==> src/psl_regs.vh <==
`ifndef PSL_REGS_VH
`define PSL_REGS_VH

// register offsets, six-bit immediate address space
`define PSL_ADDR_STATUS      6'h13
`define PSL_ADDR_LATCH       6'h14
`define PSL_ADDR_LINE        6'h15
`define PSL_ADDR_SCR_WR      6'h16
`define PSL_ADDR_SCR_SET     6'h17
`define PSL_ADDR_SCR_CLR     6'h18
`define PSL_ADDR_ROUTE_WR    6'h19
`define PSL_ADDR_ROUTE_SET   6'h1a
`define PSL_ADDR_ROUTE_CLR   6'h1b

// source bit positions, shared by status and latch
`define PSL_BIT_ID_GROUNDED  4
`define PSL_BIT_SESS_ENDED   3
`define PSL_BIT_SESS_OK      2
`define PSL_BIT_VBUS_OK      1
`define PSL_BIT_HOST_DISC    0
`define PSL_SRC_W            5

// routing control fields
`define PSL_BIT_RX_ROUTE     3
`define PSL_BIT_TX_ROUTE     2
`define PSL_ROUTE_MASK       8'h0c

// reset values
`define PSL_RST_LATCH        5'h00
`define PSL_RST_SCRATCH      8'h00
`define PSL_RST_ROUTE        8'h00

`endif

==> src/psl_status_regs.v <==
// Notes on behaviour
// - status at 13h shows live source signals
// - status bit 4 shows id grounded
// - bits 3..1 show session and vbus comparators
// - status bit 0 shows host disconnect
// - unmasked source transition sets latch bit at 14h
// - latch bit order mirrors status, upper zero
// - reading latch returns old value then clears
// - entering low power clears all latch bits
// - line state view at 15h, bits 1..0
// - scratch byte at 16h, set 17h, clear 18h
// - scratch byte affects nothing else
// - routing acts only while uart mode set
// - uart active halts ulpi register transfers
// - rx enable routes dp onto data1
// - tx enable routes data0 onto dm
// - leaving uart mode clears both routing enables
// - rising transition counts only when enabled
// - falling transition counts only when enabled
`timescale 1ns/1ps
`default_nettype none
`include "psl_regs.vh"

module psl_status_regs #(
  parameter integer SRC_W = `PSL_SRC_W
) (
  // clock and reset
  input  wire             clk,
  input  wire             rst_n,
  // register access from the ulpi protocol engine
  input  wire             reg_wr,
  input  wire             reg_rd,
  input  wire [5:0]       reg_addr,
  input  wire [7:0]       reg_wdata,
  output reg  [7:0]       reg_rdata,
  output reg              reg_rvalid,
  // edge enables and mode from the neighbouring registers
  input  wire [SRC_W-1:0] rising_edge_enables,
  input  wire [SRC_W-1:0] falling_edge_enables,
  input  wire             uart_mode,
  input  wire             low_power_enter,
  // analog sources, asynchronous
  input  wire             id_grounded,
  input  wire             session_ended,
  input  wire             session_ok,
  input  wire             vbus_ok,
  input  wire             host_disconnected,
  input  wire [1:0]       line_state,
  // uart pins
  input  wire             dp_in,
  input  wire             data0_in,
  output reg              data1_out,
  output wire             data1_oe,
  output reg              dm_out,
  output wire             dm_oe,
  // status towards the protocol engine
  output wire             ulpi_halted,
  output reg  [SRC_W-1:0] event_pulse
);

  ////////////////////////////////////////////////////////////////////////////
  // reset release

  reg rst_s1;
  reg rst_s2;

  always @(posedge clk or negedge rst_n) begin
    if (!rst_n) begin
      rst_s1 <= 1'b0;
      rst_s2 <= 1'b0;
    end else begin
      rst_s1 <= 1'b1;
      rst_s2 <= rst_s1;
    end
  end

  wire srst_n = rst_s2;

  ////////////////////////////////////////////////////////////////////////////
  // input synchronisers: three stages, accept when stages two and three agree

  localparam integer SYN_W = SRC_W + 4;

  wire [SYN_W-1:0] raw_in = {data0_in, dp_in, line_state, id_grounded, session_ended,
                             session_ok, vbus_ok, host_disconnected};
  reg  [SYN_W-1:0] syn1;
  reg  [SYN_W-1:0] syn2;
  reg  [SYN_W-1:0] syn3;
  reg  [SYN_W-1:0] stable;

  always @(posedge clk or negedge srst_n) begin
    if (!srst_n) begin
      syn1   <= {SYN_W{1'b0}};
      syn2   <= {SYN_W{1'b0}};
      syn3   <= {SYN_W{1'b0}};
      stable <= {SYN_W{1'b0}};
    end else begin
      syn1   <= raw_in;
      syn2   <= syn1;
      syn3   <= syn2;
      // glitch filter: a bit moves only once two samples match
      stable <= (syn2 & syn3) | (stable & (syn2 | syn3));
    end
  end

  wire [SRC_W-1:0] src_now   = stable[SRC_W-1:0];
  wire [1:0]       line_now  = stable[SRC_W+1:SRC_W];
  wire             dp_now    = stable[SRC_W+2];
  wire             data0_now = stable[SRC_W+3];

  ////////////////////////////////////////////////////////////////////////////
  // edge detection and latch

  reg  [SRC_W-1:0] src_prev;
  reg  [SRC_W-1:0] latch;
  reg  [7:0]       scratch;
  reg  [7:0]       route;
  reg              uart_prev;

  wire [SRC_W-1:0] rise_ev = src_now & ~src_prev & rising_edge_enables;
  wire [SRC_W-1:0] fall_ev = ~src_now & src_prev & falling_edge_enables;
  wire [SRC_W-1:0] any_ev  = rise_ev | fall_ev;

  // routing becomes active once the mode bit is set and a route is enabled
  assign ulpi_halted = uart_mode & (route[`PSL_BIT_RX_ROUTE] | route[`PSL_BIT_TX_ROUTE]);

  wire acc_ok  = ~ulpi_halted;
  wire do_rd   = reg_rd & acc_ok;
  wire do_wr   = reg_wr & acc_ok;
  wire rd_latch = do_rd & (reg_addr == `PSL_ADDR_LATCH);

  // set wins: an event in the clearing cycle survives the clear
  reg [SRC_W-1:0] next_latch;

  always @* begin
    next_latch = latch;
    if (rd_latch | low_power_enter) begin
      // the read answer is taken from the old byte in this same cycle
      next_latch = {SRC_W{1'b0}};
    end
    next_latch = next_latch | any_ev;
  end

  function [7:0] psl_alias;
    input [7:0] cur;
    input [7:0] wdat;
    input [1:0] kind;
    begin
      case (kind)
        2'h0:    psl_alias = wdat;
        2'h1:    psl_alias = cur | wdat;
        2'h2:    psl_alias = cur & ~wdat;
        default: psl_alias = cur;
      endcase
    end
  endfunction

  reg [1:0] scr_kind;
  reg [1:0] rte_kind;

  always @* begin
    case (reg_addr)
      `PSL_ADDR_SCR_WR:  scr_kind = 2'h0;
      `PSL_ADDR_SCR_SET: scr_kind = 2'h1;
      `PSL_ADDR_SCR_CLR: scr_kind = 2'h2;
      default:           scr_kind = 2'h3;
    endcase
    case (reg_addr)
      `PSL_ADDR_ROUTE_WR:  rte_kind = 2'h0;
      `PSL_ADDR_ROUTE_SET: rte_kind = 2'h1;
      `PSL_ADDR_ROUTE_CLR: rte_kind = 2'h2;
      default:             rte_kind = 2'h3;
    endcase
  end

  wire uart_exit = uart_prev & ~uart_mode;

  ////////////////////////////////////////////////////////////////////////////
  // next values of the link-writable bytes

  reg [7:0] next_scratch;
  reg [7:0] next_route;

  always @* begin
    next_scratch = scratch;
    if (do_wr) begin
      // scratch is storage only, wired to nothing else
      next_scratch = psl_alias(scratch, reg_wdata, scr_kind);
    end
  end

  always @* begin
    next_route = route;
    if (uart_exit) begin
      // exit clear beats a write landing in the same cycle
      next_route = `PSL_RST_ROUTE;
    end else if (do_wr) begin
      // only the two enables are stored; reserved bits stay zero
      next_route = psl_alias(route, reg_wdata, rte_kind) & `PSL_ROUTE_MASK;
    end
  end

  ////////////////////////////////////////////////////////////////////////////
  // state registers

  always @(posedge clk or negedge srst_n) begin
    if (!srst_n) begin
      src_prev    <= {SRC_W{1'b0}};
      latch       <= `PSL_RST_LATCH;
      event_pulse <= {SRC_W{1'b0}};
    end else begin
      src_prev    <= src_now;
      latch       <= next_latch;
      event_pulse <= any_ev;
    end
  end

  always @(posedge clk or negedge srst_n) begin
    if (!srst_n) begin
      scratch   <= `PSL_RST_SCRATCH;
      route     <= `PSL_RST_ROUTE;
      uart_prev <= 1'b0;
    end else begin
      scratch   <= next_scratch;
      route     <= next_route;
      uart_prev <= uart_mode;
    end
  end

  ////////////////////////////////////////////////////////////////////////////
  // register read

  reg [7:0] next_rdata;

  always @* begin
    case (reg_addr)
      `PSL_ADDR_STATUS:    next_rdata = {3'h0, src_now};
      `PSL_ADDR_LATCH:     next_rdata = {3'h0, latch};
      `PSL_ADDR_LINE:      next_rdata = {6'h00, line_now};
      `PSL_ADDR_SCR_WR,
      `PSL_ADDR_SCR_SET,
      `PSL_ADDR_SCR_CLR:   next_rdata = scratch;
      `PSL_ADDR_ROUTE_WR,
      `PSL_ADDR_ROUTE_SET,
      `PSL_ADDR_ROUTE_CLR: next_rdata = route;
      default:             next_rdata = 8'h00;
    endcase
  end

  always @(posedge clk or negedge srst_n) begin
    if (!srst_n) begin
      reg_rvalid <= 1'b0;
    end else begin
      // a refused read gets no answer at all
      reg_rvalid <= do_rd;
    end
  end

  // read data holds between answers, only an accepted read reloads it
  always @(posedge clk or negedge srst_n) begin
    if (!srst_n) begin
      reg_rdata <= 8'h00;
    end else if (do_rd) begin
      reg_rdata <= next_rdata;
    end
  end

  ////////////////////////////////////////////////////////////////////////////
  // transparent uart routing

  wire rx_on = uart_mode & route[`PSL_BIT_RX_ROUTE];
  wire tx_on = uart_mode & route[`PSL_BIT_TX_ROUTE];

  assign data1_oe = rx_on;
  assign dm_oe    = tx_on;

  // three-stage sampling adds latency, harmless at uart bit rates
  always @(posedge clk or negedge srst_n) begin
    if (!srst_n) begin
      data1_out <= 1'b0;
    end else begin
      data1_out <= rx_on & dp_now;
    end
  end

  always @(posedge clk or negedge srst_n) begin
    if (!srst_n) begin
      dm_out <= 1'b0;
    end else begin
      // a disabled route parks the pin low rather than passing noise
      dm_out <= tx_on ? data0_now : 1'b0;
    end
  end

endmodule // psl_status_regs

`default_nettype wire

==> config.mk <==
export PLATFORM = sky130hd
export DESIGN_NAME = psl_status_regs
export DESIGN_NICKNAME = d
export VERILOG_FILES = /design/src/psl_status_regs.v
export VERILOG_INCLUDE_DIRS = /design/src
export SDC_FILE = /design/constraint.sdc
export NUM_CORES = 1
export LEC_CHECK = 0
export BUFFER_PORTS_ARGS = -buffer_cell sky130_fd_sc_hd__buf_4
export CORE_MARGIN = 1
export CORE_UTILIZATION = 49
export CTS_CLUSTER_SIZE = 40
export DETAILED_ROUTE_END_ITERATION = 6
export PLACE_DENSITY_LB_ADDON = 0.05
export SYNTH_ARGS = -nofsm -noshare
export SYNTH_HDL_FRONTEND = slang
export SYNTH_SLANG_ARGS = --single-unit
export TNS_END_PERCENT = 20
==> constraint.sdc <==
create_clock -name clk -period 2.45 [get_ports clk]
set_clock_uncertainty 0.2 [all_clocks]
set_input_delay 0.245 -clock clk [delete_from_list [all_inputs] [get_ports clk]]
set_output_delay 0.245 -clock clk [all_outputs]
set_load 0.01 [all_outputs]
==> summary.md, run 1 <==
| Metric | Value |
|---|---|
| Status | `finished clean` |
| Most used DFF post-synth | `dfrtp_1` |
| Num ports | `58` |
| Area grow syn2layout | `33.3%` |
| Share of the synthesized area in the top cell type | `64.2%` |
| Post-CTS Setup Bufs | `0` |
| Detailed placement HPWL | `4120 um` |
| Max VDD drop | `0.520 mV` |
| Switching part of the total | `27.3%` |
| Worst slew pin tran | `672 ps` |
| Synth Area in Simple Gates | `12.4%` |
| GRT Overall Usage | `20.9%` |
| Worst setup SP type | `input port` |
| F_max | `505 MHz` |
| Reg clk slew, reported paths | `80 ps` |
| Vias in the first global route | `2193` |
| Top cells by count, synth | `dfrtp_1, a21oi_1, nand2_1` |
| Critical path arrival | `2050 ps` |
| Total CTS buffers | `9` |
| Top cells by area, synth | `dfrtp_1, a21oi_1, maj3_1` |
| Post-route minimum period | `1980 ps` |
| Starting Density | `51.8%` |
| Core area | `5640 sq um` |
| Unique masters post-synth | `41` |
| Initial DRC count | `68` |
| Pins Over Slew Limit | `0` |
| Gate power share | `11.0%` |
| First-pass GRT wire length | `9730 um` |
| CTS Buffer Depth | `2` |
| Drt pass-1 iters | `4` |
| DRC | `0` |
| Layout Nets | `378` |
| Worst setup path category | `in2reg` |
| Count of state elements after synthesis | `75` |
| Synth Instances | `240` |
| Worst slew margin | `54.0%` |
| Clock sink total | `75` |
| Post-synthesis mux area share | `1.37%` |
| Power Dens Cells | `670 nW/um^2` |
| CTS Root Cell | `clkbuf_8` |
| DRT antenna net count | `0` |
| Crit. End Element | `register` |
| Part of the power in registers | `54.8%` |
| Antenna diodes | `0` |
| H-tree depth | `3` |
| Worst EP required | `2520 ps` |
| Synth Area in Compound Gates | `12.6%` |
| Seq/Total Area, Yosys | `64.2%` |
| # resized after CTS | `0` |
| Critical path's slowest cell | `or3b_1` |
| Share of post-route cells with drive strength above 1 | `25.8%` |
| XOR/XNOR Fraction of Synth Area | `0.300%` |
| CTS tree | `done` |
| Setup Viol. Count Final | `0` |
| IO Port Bufs | `57` |
| Avg Inst Size Synth | `12.2 sq um` |
| Final non-filler cell total | `409` |
| Max-Cap Viols | `0` |
| Cell Int Power | `1.90 mW` |
| Largest family of logic cells by synthesized area | `compound AO/OA/AOI/OAI gates` |
| Die height | `79.2 um` |
| Post-DR vias/cell | `5.24` |
| Fraction of registers with async set/reset | `100%` |
| FP Rows | `27` |
| Warnings from Yosys | `0` |
| Setup TNS | `0 ps` |
| Mapped Area | `2920 sq um` |
| EDFF count, synth | `0` |
| Post-CTS Hold Buffers | `25` |
| Post-synth net total | `286` |
| Crit-path cells | `buf_4 > or3b_1 > a211o_1 > ha_1 > nand2b_1 > o22ai_1 > a21oi_1` |
| Wirelength per Cell | `14.3 um` |
| Detailed-route via count | `2144` |
| Initial antenna violation count | `0` |
| Post-Synth Adder-Cell Area | `6.08%` |
| Total gr overflow | `0` |
| Count leader, synth | `dfrtp_1` |
| Die area | `6280 sq um` |
| RSZ-0062 raised after global routing | `false` |
| Largest fanout on the critical path | `9` |
| Clock Power Share | `34.2%` |
| Largest net degree at the start of global routing | `30` |
| Dpl cells | `368` |
| Final Hold Viols | `0` |
| Synth area leader | `dfrtp_1` |
| Max stage delay on crit path | `370 ps` |
| P_leak | `1.83 nW` |
| Aggregate routed wire length | `5860 um` |
| HP Class | `in2reg` |
| Gpl congestion | `0.789` |
| Die X | `79.2 um` |
| Fin crit share | `80.8%` |
| Clock latency at the later pin of the worst-skew pair | `350 ps` |
| Switching pwr | `713 uW` |
-- layer usage --
metal | vias to the layer above | wire length [um] | GRT usage, %
met5 | - | 0 | 0
li1 | 1026 | - | -
met1 | 1049 | 2610 | 25.4
met4 | 0 | 125 | 9.64
met3 | 11 | 265 | 6.09
met2 | 58 | 2860 | 34.3
-- through the flow --
| step | power [mW] | cell area [sq um] | util [%] | hold slack, ps | setup slack, ps |
|---|---|---|---|---|---|
| 2_1_floorplan | 1.57 | 2920 | - | -251 | 6.67 |
| 3_3_place_gp | 1.70 | 3460 | 61.3 | -172 | 168 |
| 3_5_place_dp | 1.71 | 3460 | 61.3 | -169 | 119 |
| 4_1_cts | 2.64 | 3890 | 69.0 | 2.27 | 490 |
| 5_1_grt | 2.74 | 3890 | 69.0 | 17.8 | 377 |
| 6_report | 2.61 | 3890 | 69.0 | 1.95 | 470 |
-- registers in the layout, indices dropped and copies added, names as in the netlist --
register,flops
data1_out,1
dm_out,1
event_pulse,5
latch,5
reg_rdata,8
reg_rvalid,1
route,2
rst_s1,1
rst_s2,1
scratch,8
src_prev,5
stable,9
syn1,9
syn2,9
syn3,9
uart_prev,1
-- placed cells by master, fill, tap and decap left out, drive strengths merged, types with 2 or more instances in the layout --
cell type,netlist,routed
a2111oi,2,2
nor3,5,5
nor2,5,5
nor4,3,3
mux2i,4,4
a21oi,24,24
a221oi,2,2
and3,4,4
dfrtp,75,75
ha,7,7
or2,2,2
clkbuf,2,9
nand2,17,17
buf,5,63
nand3b,6,6
and2,4,4
nor2b,7,7
o21ai,17,17
a21o,5,5
a211o,2,2
inv,12,17
dlygate4sd3,0,25
maj3,9,9
o22ai,7,7
nand2b,4,4
-- critical path: cells and delay by family --
family	cells	cell delay, ps
compound gates	3	660
fa+ha+maj	1	370
simple gates	2	640
buf+inv	1	140
-- final cells by class --
class / count / area [sq um]
Clock buffer: 9 / 124
Clock inverter: 7 / 58.8
Fill cell: 457 / 1750
Inverter: 12 / 45.0
Multi-Input combinational cell: 146 / 962
Sequential cell: 75 / 1880
Tap cell: 72 / 90.1
Timing Repair Buffer: 88 / 736
-- power by group through the flow --
stage / clock network (mW) / logic, mW / registers [mW]
finish: 0.894 / 0.286 / 1.43
global route: 0.972 / 0.321 / 1.45
CTS: 0.914 / 0.290 / 1.43
detailed placement: 0 / 0.256 / 1.46
global placement: 0 / 0.249 / 1.45
floorplan: 0 / 0.128 / 1.44
-- path summary, 6_finish.rpt --
check,from,endpoint,slack (ps),depth (start not counted)
min in group asynchronous,rst_s2$_DFF_PN0_,uart_prev$_DFF_PN0_,60,0
hold reg to reg,rst_s2$_DFF_PN0_,uart_prev$_DFF_PN0_,60,0
hold / removal,falling_edge_enables[3],event_pulse[3]$_DFF_PN0_,2,3
max in group asynchronous,rst_s2$_DFF_PN0_,syn2[5]$_DFF_PN0_,1330,1
setup reg to reg,route[3]$_DFFE_PN0P_,reg_rdata[3]$_DFFE_PN0P_,800,3
setup / recovery,reg_addr[1],scratch[4]$_DFFE_PN0P_,470,7
-- logic make-up after synthesis --
logic type	after synthesis
compound gates	61
xor+xnor	1
fa+ha+maj	16
buf+inv	19
flops	75
mux	4
other cells	1
simple gates	63
No activity file was read; power rests on OpenSTA's default activity.
==> inputs of run 2 (changes only) <==
--- a/config.mk
+++ b/config.mk
@@ -6,9 +6,10 @@
 export SDC_FILE = /design/constraint.sdc
 export NUM_CORES = 1
 export LEC_CHECK = 0
+export ABC_AREA = 1
 export BUFFER_PORTS_ARGS = -buffer_cell sky130_fd_sc_hd__buf_4
 export CORE_MARGIN = 1
-export CORE_UTILIZATION = 49
+export CORE_UTILIZATION = 53
 export CTS_CLUSTER_SIZE = 40
 export DETAILED_ROUTE_END_ITERATION = 6
 export PLACE_DENSITY_LB_ADDON = 0.05
==> constraint.sdc (replaced) <==
create_clock -name clk -period 2 [get_ports clk]
set_clock_uncertainty 0.2 [all_clocks]
set_input_delay 0.2 -clock clk [delete_from_list [all_inputs] [get_ports clk]]
set_output_delay 0.2 -clock clk [all_outputs]
set_load 0.01 [all_outputs]
==> run 2 against run 1 <==
Effect of this change: clock power up 12%; sequential share of layout area down 1.2 points; hold slack better by 36 ps.
==> summary.md, run 2 <==
| Metric | Value |
|---|---|
| Most frequent cells in the layout | `dfrtp_1, buf_4, nand2_1` |
| Power Dens Cells | `779 nW/um^2` |
| Initial DRC count | `167` |
| Largest net degree at the start of global routing | `74` |
| Crit. End Element | `output port` |
| Top cells by count, synth | `dfrtp_1, nand2_1, inv_1` |
| Pins Over Slew Limit | `0` |
| Post-DR vias/cell | `4.82` |
| Largest fanout on the critical path | `4` |
| Worst setup SP type | `input port` |
| Core area | `5270 sq um` |
| Layout Nets | `437` |
| Aggregate routed wire length | `5650 um` |
| DRT antenna net count | `0` |
| EDFF count, synth | `0` |
| Share of the synthesized area in the top cell type | `62.8%` |
| Max-Cap Viols | `0` |
| F_max | `558 MHz` |
| Share of post-route cells with drive strength above 1 | `24.7%` |
| Most used DFF post-synth | `dfrtp_1` |
| Drt pass-1 iters | `4` |
| Seq/Total Area, Yosys | `62.8%` |
| Unique masters post-synth | `22` |
| Post-synth net total | `335` |
| Count of state elements after synthesis | `75` |
| Critical path's slowest cell | `dlygate4sd3_1` |
| Placed inst area | `3560 sq um` |
| Worst setup path category | `in2out` |
| P_leak | `2.06 nW` |
| Crit-path most repeated cell | `buf_4` |
| Status | `finished clean` |
| Die area | `5940 sq um` |
| IO Port Bufs | `57` |
| Clock latency at the later pin of the worst-skew pair | `340 ps` |
| Die X | `77.1 um` |
| Synth Instances | `289` |
| Total gr overflow | `0` |
| Setup Viol. Count Final | `0` |
| Warnings from Yosys | `0` |
| Wirelength per Cell | `12.1 um` |
| CTS Buffer Depth | `2` |
| GRT Overall Usage | `21.6%` |
| Place WS | `11.2 ps` |
| Post-route minimum period | `1790 ps` |
| Critical path arrival | `1390 ps` |
| Post-CTS Setup Bufs | `0` |
| Final Hold Viols | `0` |
| Avg Inst Size Synth | `10.3 sq um` |
| Num ports | `58` |
| Detailed placement HPWL | `3890 um` |
| Gpl congestion | `0.856` |
| Max stage delay on crit path | `550 ps` |
| Top cells by area, synth | `dfrtp_1, nand2_1, o21ai_0` |
| Detailed-route via count | `2247` |
| CTS tree | `done` |
| Total power | `3.11 mW` |
| Synth area leader | `dfrtp_1` |
| Clock sink total | `75` |
| Max VDD drop | `0.602 mV` |
| H-tree depth | `3` |
| Count leader, synth | `dfrtp_1` |
| Vias in the first global route | `2203` |
| DRC | `0` |
| Setup ws final | `207 ps` |
| Die height | `77.1 um` |
| Area grow syn2layout | `33.8%` |
| Starting Density | `56.7%` |
| Reg clk slew, reported paths | `70 ps` |
| FP Rows | `26` |
| Total CTS buffers | `9` |
| First-pass GRT wire length | `9770 um` |
| Post-CTS Hold Buffers | `26` |
| CTS Root Cell | `clkbuf_8` |
| # resized after CTS | `0` |
| Antenna diodes | `0` |
| Fin crit share | `89.6%` |
| Commonest non-fill, non-tap cell in the layout | `dfrtp_1` |
| Mapped Area | `2990 sq um` |
| HP Class | `in2reg` |
| Worst EP required | `1600 ps` |
| Fin area | `4000 sq um` |
| Initial antenna violation count | `0` |
| Fraction of registers with async set/reset | `100%` |
| RSZ-0062 raised after global routing | `false` |
| Crit-path cells | `dlygate4sd3_1 > buf_4 > nand2_1 > inv_2 > nor2_4 > inv_1 > buf_4` |
-- run 2: cell types whose count changed after synthesis, moves of 7 or more --
cell / previous run / this run
o21ai_1: 11 / 1
nand3_1: 1 / 22
nand2_1: 17 / 53
nor2b_1: 7 / 0
nor2_1: 5 / 24
o22ai_1: 7 / 0
inv_1: 8 / 34
a21oi_1: 23 / 12
o21ai_0: 6 / 26
-- run 2: logic make-up after synthesis --
group / after synthesis / synth area share (%)
compound gates: 44 / 8.09
fa+ha+maj: 16 / 5.95
buf+inv: 38 / 5.32
flops: 75 / 62.8
other cells: 1 / 0.126
simple gates: 115 / 17.7
-- run 2: layout make-up --
type	count	area [sq um]
inverter	37	139
clock inverter	4	26.3
fill	377	1270
timing repair buffer	92	768
tap	70	87.6
multi-input combinational	176	951
clock buffer	12	145
sequential	75	1880
-- run 2: power by group --
group,switching [mW],internal (mW),leakage (nW)
clock network,0.516,0.483,0.0863
registers,0.0804,1.66,0.915
logic,0.182,0.192,1.06
-- run 2: worst paths after layout --
kind / to / slack [ps] / from / depth (start not counted)
max: ulpi_halted / 210 / uart_mode / 7
min: event_pulse[3]$_DFF_PN0_ / 40 / rising_edge_enables[3] / 4
max reg2reg: latch[0]$_DFF_PN0_ / 380 / route[2]$_DFFE_PN0P_ / 6
min reg2reg: syn1[3]$_DFF_PN0_ / 90 / rst_s2$_DFF_PN0_ / 1
max in group asynchronous: rst_s2$_DFF_PN0_ / 960 / rst_n / 3
min in group asynchronous: syn1[3]$_DFF_PN0_ / 90 / rst_s2$_DFF_PN0_ / 1
-- run 2: routing by layer --
layer  track usage (%)  vias up  part of all wire (%)
li1                  -     1126                     -
met1              27.5     1058                    46
met2              35.0       53                    48
met3              6.07       10                   4.4
met4              9.06        0                   1.7
met5                 0        -                     0
-- run 2: through the flow --
step	std cells	hold slack, ps	setup TNS [ps]	utilization (%)
2_1_floorplan	289	-296	-661	-
6_report	466	38.2	0	75.8
5_1_grt	466	66.3	0	75.8
4_1_cts	466	29.5	0	75.8
3_5_place_dp	424	-216	0	67.6
3_3_place_gp	424	-216	0	67.6
-- run 2: worst max-delay path, delay by kind of cell --
| family | cells | cell delay, ps |
|---|---|---|
| and+or+nand+nor | 2 | 230 |
| buffers and inverters | 5 | 950 |
